==> src/hdl/rmpc_map.vh <==
// Purpose: constants for the radio mode and pin control register bank
// Assumes: AXI4-Lite with 32-bit data, one register per aligned word
// Notes: printed offsets are register indices; byte address is four times the index
`ifndef RMPC_MAP_VH
`define RMPC_MAP_VH
`define RMPC_IDX_CTRL        8'h00
`define RMPC_IDX_PINCFG      8'h01
`define RMPC_IDX_SEQCFG      8'h02
`define RMPC_IDX_TESTCFG     8'h03
`define RMPC_IDX_STATUS      8'h04
`define RMPC_PINCFG_RST      8'h00
`define RMPC_SEQCFG_RST      8'h80
`define RMPC_TESTCFG_RST     8'h00
`define RMPC_B_DIR           7
`define RMPC_B_FSEL          6
`define RMPC_B_PDS_HI        5
`define RMPC_B_PDS_LO        4
`define RMPC_B_CAL_HI        3
`define RMPC_B_CAL_LO        2
`define RMPC_B_SLEEP         1
`define RMPC_B_SRST_N        0
`define RMPC_B_BYPASS        7
`define RMPC_B_SPLIT         6
`define RMPC_B_GLOCK         5
`define RMPC_B_GCS           4
`define RMPC_B_EXTPA         3
`define RMPC_B_EXTLNA        2
`define RMPC_B_PAPOL         1
`define RMPC_B_LNAPOL        0
`define RMPC_B_PSELTRIG      7
`define RMPC_B_TFEN          1
`define RMPC_B_TAEN          0
`define RMPC_PDS_SPLIT       2'b00
`define RMPC_PDS_BOTH        2'b01
`define RMPC_PDS_SEQ         2'b11
`define RMPC_CAL_NEVER       2'b00
`define RMPC_CAL_EVERY       2'b01
`define RMPC_CAL_16          2'b10
`define RMPC_CAL_256         2'b11
`define RMPC_TEST_SLEEP_DEF  1'b1
`define RMPC_TEST_MODE_DEF   3'h1
`define RMPC_RESP_OKAY       2'b00
`define RMPC_RESP_SLVERR     2'b10
`endif

==> src/hdl/rmpc_sync2.v <==
// Purpose: two-flop synchroniser for an input from outside the clock domain
// Assumes: second stage is the only reader of the first
// Notes: clock enable freezes both stages
`timescale 1ns/1ns
`default_nettype none
module rmpc_sync2 (
	input  wire clk,
	input  wire rst,
	input  wire ce,
	input  wire d,
	output wire q
);
	reg	meta_ff;
	reg	sync_ff;

	always @(posedge clk) begin
		if (rst) begin
			meta_ff <= 1'b0;
			sync_ff <= 1'b0;
		end else if (ce) begin
			meta_ff <= d;
			sync_ff <= meta_ff;
		end
	end

	assign q = sync_ff;
endmodule // rmpc_sync2
`default_nettype wire

==> src/hdl/rmpc_top.v <==
// Purpose: radio mode and pin control register bank behind an AXI4-Lite slave
// Assumes: 25 MHz clk, synchronous active-high rst, ce freezes all state
// Notes: control register is never reset by rst; every other register is defaulted
//
// Added by the designer: the AXI4-Lite interface to the registers.
`timescale 1ns/1ns
`default_nettype none
`include "rmpc_map.vh"
module rmpc_top (
	input  wire        clk,
	input  wire        rst,
	input  wire        ce,
	input  wire [31:0] s_axi_awaddr,
	input  wire        s_axi_awvalid,
	output wire        s_axi_awready,
	input  wire [31:0] s_axi_wdata,
	input  wire [3:0]  s_axi_wstrb,
	input  wire        s_axi_wvalid,
	output wire        s_axi_wready,
	output wire [1:0]  s_axi_bresp,
	output wire        s_axi_bvalid,
	input  wire        s_axi_bready,
	input  wire [31:0] s_axi_araddr,
	input  wire        s_axi_arvalid,
	output wire        s_axi_arready,
	output wire [31:0] s_axi_rdata,
	output wire [1:0]  s_axi_rresp,
	output wire        s_axi_rvalid,
	input  wire        s_axi_rready,
	input  wire        serial_data_pin_i,
	output wire        serial_data_pin_o,
	output wire        serial_data_pin_oe,
	output wire        lock_pin,
	output wire        bit_clock_pin,
	input  wire        select_pin_n,
	input  wire        rx_data,
	output wire        tx_data,
	input  wire        rx_bit_clock,
	input  wire        sync_mode,
	input  wire        synth_locked,
	input  wire        carrier_sense,
	output wire        amp_enable_pin,
	output wire        low_noise_enable_pin,
	output wire        direction_tx,
	output wire        synth_word_b,
	output wire        synth_sleep,
	output wire        oscillator_core_sleep,
	output wire        bias_generator_sleep,
	output wire        oscillator_bypass,
	output wire        rx_chain_sleep,
	output wire        amp_sleep,
	output wire        chip_sleep,
	output wire        wakeup_start,
	output wire        calibrate_start,
	output wire        soft_reset_active,
	input  wire        sequence_done,
	output wire        test_block_sleep,
	output wire [2:0]  test_mode
);
	reg	[7:0]	ctrl_ff;
	reg	[7:0]	pincfg_ff;
	reg	[7:0]	seqcfg_ff;
	reg	[7:0]	testcfg_ff;
	reg	[7:0]	seqcnt_ff;
	reg		sleep_ff;
	reg		wake_ff;
	reg		cal_ff;
	reg		dio_d_ff;
	reg		psel_d_ff;
	reg		aw_ff;
	reg		w_ff;
	reg	[7:0]	awidx_ff;
	reg	[7:0]	wdat_ff;
	reg		wstb_ff;
	reg		bvalid_ff;
	reg	[1:0]	bresp_ff;
	reg		rvalid_ff;
	reg	[31:0]	rdata_ff;
	reg	[1:0]	rresp_ff;
	wire		dio_s;
	wire		psel_s;
	wire		rxd_s;
	wire		rxclk_s;
	wire		lock_s;
	wire		cs_s;

	// every pin-side input except sync_mode and sequence_done crosses through two flops first
	rmpc_sync2 u_sync_dio (.clk(clk), .rst(rst), .ce(ce), .d(serial_data_pin_i), .q(dio_s));
	rmpc_sync2 u_sync_psel (.clk(clk), .rst(rst), .ce(ce), .d(select_pin_n), .q(psel_s));
	rmpc_sync2 u_sync_rxd (.clk(clk), .rst(rst), .ce(ce), .d(rx_data), .q(rxd_s));
	rmpc_sync2 u_sync_rxclk (.clk(clk), .rst(rst), .ce(ce), .d(rx_bit_clock), .q(rxclk_s));
	rmpc_sync2 u_sync_lock (.clk(clk), .rst(rst), .ce(ce), .d(synth_locked), .q(lock_s));
	rmpc_sync2 u_sync_cs (.clk(clk), .rst(rst), .ce(ce), .d(carrier_sense), .q(cs_s));

	function is_mapped;
		input [7:0] idx;
		begin
			is_mapped = (idx <= `RMPC_IDX_STATUS);
		end
	endfunction

	function is_writable;
		input [7:0] idx;
		begin
			is_writable = (idx < `RMPC_IDX_STATUS);
		end
	endfunction

	wire	[1:0]	pds     = ctrl_ff[`RMPC_B_PDS_HI:`RMPC_B_PDS_LO];
	wire		dir_tx  = ctrl_ff[`RMPC_B_DIR];
	wire		srst    = ~ctrl_ff[`RMPC_B_SRST_N];
	wire		seq_en  = (pds == `RMPC_PDS_SEQ);
	wire		seq_md  = seq_en & ~dir_tx;
	wire	[1:0]	cadence = ctrl_ff[`RMPC_B_CAL_HI:`RMPC_B_CAL_LO];
	wire		split   = pincfg_ff[`RMPC_B_SPLIT];
	wire		psel_tr = seqcfg_ff[`RMPC_B_PSELTRIG];
	wire		test_en = testcfg_ff[`RMPC_B_TFEN] | testcfg_ff[`RMPC_B_TAEN];

	// AXI write: address and data are accepted independently, then one response
	wire	do_write = aw_ff & w_ff & ~bvalid_ff;
	assign s_axi_awready = ~aw_ff & ~bvalid_ff;
	assign s_axi_wready  = ~w_ff & ~bvalid_ff;
	assign s_axi_bvalid  = bvalid_ff;
	assign s_axi_bresp   = bresp_ff;
	assign s_axi_arready = ~rvalid_ff;
	assign s_axi_rvalid  = rvalid_ff;
	assign s_axi_rdata   = rdata_ff;
	assign s_axi_rresp   = rresp_ff;

	wire	wr_ctrl = do_write & wstb_ff & (awidx_ff == `RMPC_IDX_CTRL);
	wire	wr_pin  = do_write & wstb_ff & (awidx_ff == `RMPC_IDX_PINCFG);
	wire	wr_seq  = do_write & wstb_ff & (awidx_ff == `RMPC_IDX_SEQCFG);
	wire	wr_tst  = do_write & wstb_ff & (awidx_ff == `RMPC_IDX_TESTCFG);

	always @(posedge clk) begin
		if (rst) begin
			aw_ff     <= 1'b0;
			w_ff      <= 1'b0;
			awidx_ff  <= 8'h00;
			wdat_ff   <= 8'h00;
			wstb_ff   <= 1'b0;
			bvalid_ff <= 1'b0;
			bresp_ff  <= `RMPC_RESP_OKAY;
		end else if (ce) begin
			if (s_axi_awvalid & s_axi_awready) begin
				aw_ff <= 1'b1;
				awidx_ff <= (s_axi_awaddr[31:10] == 22'h000000) ? s_axi_awaddr[9:2] : 8'hff;
			end
			if (s_axi_wvalid & s_axi_wready) begin
				w_ff    <= 1'b1;
				wdat_ff <= s_axi_wdata[7:0];
				wstb_ff <= s_axi_wstrb[0];
			end
			if (do_write) begin
				aw_ff     <= 1'b0;
				w_ff      <= 1'b0;
				bvalid_ff <= 1'b1;
				bresp_ff  <= is_writable(awidx_ff) ? `RMPC_RESP_OKAY : `RMPC_RESP_SLVERR;
			end else if (bvalid_ff & s_axi_bready) begin
				bvalid_ff <= 1'b0;
			end
		end
	end

	// control register is outside the reset domain: it holds what the host wrote
	always @(posedge clk) begin
		if (ce & wr_ctrl)
			ctrl_ff <= wdat_ff;
	end

	// configuration registers return to defaults on rst or while soft reset is low
	always @(posedge clk) begin
		if (rst) begin
			pincfg_ff  <= `RMPC_PINCFG_RST;
			seqcfg_ff  <= `RMPC_SEQCFG_RST;
			testcfg_ff <= `RMPC_TESTCFG_RST;
		end else if (ce) begin
			if (srst) begin
				pincfg_ff  <= `RMPC_PINCFG_RST;
				seqcfg_ff  <= `RMPC_SEQCFG_RST;
				testcfg_ff <= `RMPC_TESTCFG_RST;
			end else begin
				if (wr_pin)
					pincfg_ff <= wdat_ff;
				if (wr_seq)
					seqcfg_ff <= wdat_ff;
				if (wr_tst)
					testcfg_ff <= wdat_ff;
			end
		end
	end

	// AXI read
	reg	[7:0]	rd_mux;
	always @* begin
		case (s_axi_araddr[9:2])
		`RMPC_IDX_CTRL:    rd_mux = ctrl_ff;
		`RMPC_IDX_PINCFG:  rd_mux = pincfg_ff;
		`RMPC_IDX_SEQCFG:  rd_mux = seqcfg_ff;
		`RMPC_IDX_TESTCFG: rd_mux = testcfg_ff;
		`RMPC_IDX_STATUS:  rd_mux = {4'h0, cal_ff, sleep_ff, lock_s, cs_s};
		default:           rd_mux = 8'h00;
		endcase
	end

	wire	rd_ok = is_mapped(s_axi_araddr[9:2]) & (s_axi_araddr[31:10] == 22'h000000);

	always @(posedge clk) begin
		if (rst) begin
			rvalid_ff <= 1'b0;
			rdata_ff  <= 32'h00000000;
			rresp_ff  <= `RMPC_RESP_OKAY;
		end else if (ce) begin
			if (s_axi_arvalid & s_axi_arready) begin
				rvalid_ff <= 1'b1;
				rdata_ff  <= rd_ok ? {24'h000000, rd_mux} : 32'h00000000;
				rresp_ff  <= rd_ok ? `RMPC_RESP_OKAY : `RMPC_RESP_SLVERR;
			end else if (rvalid_ff & s_axi_rready) begin
				rvalid_ff <= 1'b0;
			end
		end
	end

	// sequencing: wake-up triggers, sleep request and calibration cadence
	wire	dio_fall  = dio_d_ff & ~dio_s;
	wire	psel_fall = psel_d_ff & ~psel_s;
	wire	trig_dio  = dio_fall & split & ~psel_tr & seq_en;
	wire	trig_psel = psel_fall & psel_tr & seq_en;
	wire	sleep_req = seq_md & wr_ctrl & ~ctrl_ff[`RMPC_B_SLEEP] & wdat_ff[`RMPC_B_SLEEP];
	reg	cal_due;
	always @* begin
		case (cadence)
		`RMPC_CAL_NEVER: cal_due = 1'b0;
		`RMPC_CAL_EVERY: cal_due = 1'b1;
		`RMPC_CAL_16:    cal_due = (seqcnt_ff[3:0] == 4'hf);
		`RMPC_CAL_256:   cal_due = (seqcnt_ff == 8'hff);
		default:         cal_due = 1'b0;
		endcase
	end

	always @(posedge clk) begin
		if (rst) begin
			// match the synchroniser reset level so release gives a rise, never a false fall
			dio_d_ff  <= 1'b0;
			psel_d_ff <= 1'b0;
			sleep_ff  <= 1'b0;
			wake_ff   <= 1'b0;
			cal_ff    <= 1'b0;
			seqcnt_ff <= 8'h00;
		end else if (ce) begin
			dio_d_ff  <= dio_s;
			psel_d_ff <= psel_s;
			wake_ff   <= sleep_ff & (trig_dio | trig_psel);
			cal_ff    <= seq_md & sequence_done & cal_due;
			if (srst) begin
				seqcnt_ff <= 8'h00;
				sleep_ff  <= 1'b0;
			end else begin
				if (seq_md & sequence_done)
					seqcnt_ff <= seqcnt_ff + 8'h01;
				if (sleep_req)
					sleep_ff <= 1'b1;
				else if (~seq_md | trig_dio | trig_psel)
					sleep_ff <= 1'b0;
			end
		end
	end

	// power control outputs
	wire	both_off = (pds == `RMPC_PDS_BOTH);
	assign direction_tx          = dir_tx;
	assign synth_word_b          = ctrl_ff[`RMPC_B_FSEL];
	assign synth_sleep           = ~seq_md & ctrl_ff[`RMPC_B_CAL_HI];
	assign oscillator_core_sleep = ~seq_md & ctrl_ff[`RMPC_B_CAL_LO] | pincfg_ff[`RMPC_B_BYPASS];
	assign bias_generator_sleep  = ~seq_md & ctrl_ff[`RMPC_B_SLEEP];
	assign oscillator_bypass     = pincfg_ff[`RMPC_B_BYPASS];
	assign rx_chain_sleep        = both_off | (pds == `RMPC_PDS_SPLIT & dir_tx) | sleep_ff;
	assign amp_sleep             = both_off | (pds == `RMPC_PDS_SPLIT & ~dir_tx) | seq_md;
	assign chip_sleep            = sleep_ff;
	assign wakeup_start          = wake_ff;
	assign calibrate_start       = cal_ff;
	assign soft_reset_active     = srst;

	// data pin routing
	assign serial_data_pin_oe = ~split & ~dir_tx;
	assign serial_data_pin_o  = rxd_s;
	assign tx_data            = dio_s;
	assign lock_pin           = (split & sync_mode) ? rxd_s : lock_s;

	// bit clock gating; held high is the idle level the host can ignore
	wire	gate_lock = sync_mode & pincfg_ff[`RMPC_B_GLOCK] & both_off & ~lock_s;
	wire	gate_cs   = sync_mode & pincfg_ff[`RMPC_B_GCS] & ~cs_s;
	assign bit_clock_pin = (split & ~sync_mode) ? rxd_s : (rxclk_s | gate_lock | gate_cs);

	// external amplifier pins; test mode borrows the low four bits
	wire	amp_on = ~amp_sleep;
	wire	lna_on = ~rx_chain_sleep;
	assign amp_enable_pin = (pincfg_ff[`RMPC_B_EXTPA] & ~amp_on) ? ~pincfg_ff[`RMPC_B_PAPOL]
		: pincfg_ff[`RMPC_B_PAPOL];
	assign low_noise_enable_pin = (pincfg_ff[`RMPC_B_EXTLNA] & ~lna_on) ? ~pincfg_ff[`RMPC_B_LNAPOL]
		: pincfg_ff[`RMPC_B_LNAPOL];
	assign test_block_sleep = test_en ? pincfg_ff[3] : `RMPC_TEST_SLEEP_DEF;
	assign test_mode        = test_en ? pincfg_ff[2:0] : `RMPC_TEST_MODE_DEF;
endmodule // rmpc_top
`default_nettype wire
==> config.mk <==
export PLATFORM = sky130hd
export DESIGN_NAME = rmpc_top
export DESIGN_NICKNAME = d
export VERILOG_FILES = /design/src/hdl/rmpc_sync2.v /design/src/hdl/rmpc_top.v
export VERILOG_INCLUDE_DIRS = /design/src /design/src/hdl
export SDC_FILE = /design/constraint.sdc
export NUM_CORES = 1
export LEC_CHECK = 0
export BUFFER_PORTS_ARGS = -buffer_cell sky130_fd_sc_hd__buf_2
export CORE_AREA = 2 2 94 96
export DETAILED_ROUTE_END_ITERATION = 16
export DIE_AREA = 0 0 96 98
export PLACE_DENSITY = 0.81
export SLEW_MARGIN = 10
export SYNTH_ARGS = -nofsm -noshare
export SYNTH_HDL_FRONTEND = slang
export SYNTH_SLANG_ARGS = --single-unit
==> constraint.sdc <==
create_clock -name clk -period 2.8 [get_ports clk]
set_clock_uncertainty 0.15 [all_clocks]
set_input_delay 0.42 -clock clk [delete_from_list [all_inputs] [get_ports clk]]
set_output_delay 0.42 -clock clk [all_outputs]
set_load 0.1 [all_outputs]
==> results.ini <==
[synth]
seq_area_frac_synth = 0.437
yosys_warnings = 0
synth_edf_count = 8
post_synth.cell_area_avg_um2 = 9.37
async_reset_ff_frac = 0
syn_inst = 450
synth_area_mm2 = 0.00422
synth_flop_cell = dfxtp_1
ys_ff_latch = 88
synth_cell_types = 66

[hold_path]
holdPathEnd = awidx_ff[5]
worst_hold_startpoint = s_axi_awaddr[7]
hold_class = in2reg
holdPathStages = 2

[grt]
grt_first_pass_wirelength_um = 16300
grt_pass1_vias = 3520
grt_usage = 0.221
grt-ovfl-total = 0
antenna_found_initial = 0
grt_max_degree = 37

[worst_setup_path]
worstSetupEndpointType = output pin
start_kind = flip-flop
r2r_start = s_axi_bvalid
reg2reg_depth = 4
r2r_slack_ns = 0.76
r2r_end = pincfg_ff[6]
crit_type = reg2out
cp.arrival_ns = 2.08
required_ns = 2.23
crit_fanout = 8

[drt]
drt_iter0_drc = 190
final_antenna_net_count = 0
via_count = 3693
dr.pass1.iters = 4
drc = 0
wl_per_cell_um = 15.1
viasPerCell = 5.39
totalWireLength_um = 10300

[power]
cellPowerDensity_mw_per_mm2 = 522
pwr-share-clk = 0.342
cellLeakagePower_uw = 0.00225
ir_worst_vdd_mv = 0.247
pwr-share-comb = 0.161
p_sw_frac = 0.296
seqPwrFrac = 0.498
p_int_uw = 1870
power.switching_uw = 784

[timing]
max-slew-margin-rel = 0.574
drv_slew = 0
tightest_slew_ns = 0.638
hold_violations = 0
rsz0062_at_grt = no
setup_viol = 0
whs_ns = 0.112
fmax_ghz = 0.377
min_period_ns = 2.65
min_period_over_period = 0.948

[clock_network]
cts_buffers = 9
clk_pin_slew_worst_paths_ns = 0.09
htree_levels = 3
cts_tree = done
cts.repair.resized = 0
ctsHoldBuffers = 0
cts.sink_count = 88
clk-insertion-delay-late_ns = 0.36
root_buffer = clkbuf_8
cts_setup_buffers = 0
clk_path_buf_depth = 2

[flow_run]
max-cap-violations = 0

[cells_and_area]
final_nets = 689
layout_common_cells = buf_2, dfxtp_1, nand2_1
antennaDiodeCount = 0
drive_above_1_share = 0.303
final_cells = 685
final_core_util = 0.599
final_common_cell = buf_2
syn_to_final_growth_pct = 20.4

[floorplanning]
ios = 180
fp.dieH_um = 98
initial_core_util = 0.498
die_w_um = 96
core_area_mm2 = 0.00847
rows = 34
die_area_mm2 = 0.00941

[placement]
place.gp.congestion = 0.890
placedCellCount = 669
numPortBuffers = 122
place_hpwl_um = 7900

[run_status]
run_status = finished clean

## Yosys cell counts, drive strengths merged (2+ instances only)
cell    instances  area (µm²)
o21a           10        75.1
dfxtp          80        1600
nand2          71         267
o21ai           6        33.8
xnor2           3        26.3
and4b           2        21.3
nor4            9        62.6
o21bai          2        15.0
nor2           52         195
and4            3        30.0
or2             2        12.5
or4             8        63.8
nand4          10        77.6
mux2i          40         400
and3            2        12.5
clkbuf          9        53.8
edfxtp          8         240
mux4            7         161
a211oi          3        22.5
a21oi          27         135
nor4bb          2        20.0
nand3b          5        37.5
nor2b           5        31.3
a222oi          3        30.0
o31ai           2        15.0
nand3           3        15.0
buf            37         272
nor3            4        31.3
inv            11        41.3
## worst max path at each step
stage	from	endpoint	depth (start not counted)
2_1_floorplan	ctrl_ff[7]	bias_generator_sleep	2
3_3_place_gp	ctrl_ff[5]	amp_enable_pin	5
3_5_place_dp	ctrl_ff[5]	amp_enable_pin	5
4_1_cts	ctrl_ff[5]	amp_enable_pin	5
5_1_grt	ctrl_ff[5]	bit_clock_pin	5
6_report	ctrl_ff[5]	amp_enable_pin	5
## cell type report
class | count | area (µm²)
fill | 730 | 3390
tap | 108 | 135
clock inverter | 5 | 53.8
timing repair buffer | 132 | 686
inverter | 11 | 41.3
clock buffer | 11 | 153
sequential | 88 | 1840
multi-input combinational | 330 | 2160
## metal layers
metal | vias to the layer above | global-route usage | wire length (µm)
li1 | 1778 | - | -
met1 | 1711 | 0.269 | 4180
met2 | 183 | 0.374 | 5040
met3 | 21 | 0.0579 | 857
met4 | 0 | 0.0769 | 248
met5 | - | 0 | 0
## through the flow
| stage | setup slack [ns] | instance area, µm² | power (µW) | setup TNS, ns |
|---|---|---|---|---|
| floorplan | -0.430 | 4370 | 1700 | -1.25 |
| global placement | 0.560 | 4870 | 1770 | 0 |
| detailed placement | 0.550 | 4870 | 1770 | 0 |
| CTS | 0.120 | 5070 | 2660 | 0 |
| global route | 0.0483 | 5070 | 2750 | 0 |
| finish | 0.146 | 5070 | 2650 | 0 |
## critical path: stages (launching register included)
cell,delay [ns]
edfxtp_1,0.54
inv_1,0.09
maj3_4,0.37
nand2_1,0.16
xnor2_4,0.12
buf_2,0.43
## kinds of logic after synthesis
kind of cell	synth area share
muxes	0.136
AOI/OAI and AO/OA	0.0982
xor gates and xnor gates	0.00831
other	0.000889
buffers and inverters	0.0869
DFF	0.437
and+or+nand+nor	0.228
adders and majority gates	0.00534
## sequential cells by signal (all words and copies together), names as in the netlist, 8 cells and up
name and flops:
ctrl_ff 8, seqcfg_ff 8, wdat_ff 8, awidx_ff 8, s_axi_rdata 8, seqcnt_ff 8, testcfg_ff 8, pincfg_ff 8
## power groups by stage
stage               sequential (µW)  clock, µW  combinational [µW]
global route                   1320        976                 454
global placement               1350          0                 420
detailed placement             1350          0                 425
floorplan                      1370          0                 338
finish                         1320        905                 426
CTS                            1320        919                 426
(Power assumes the default switching activity.)
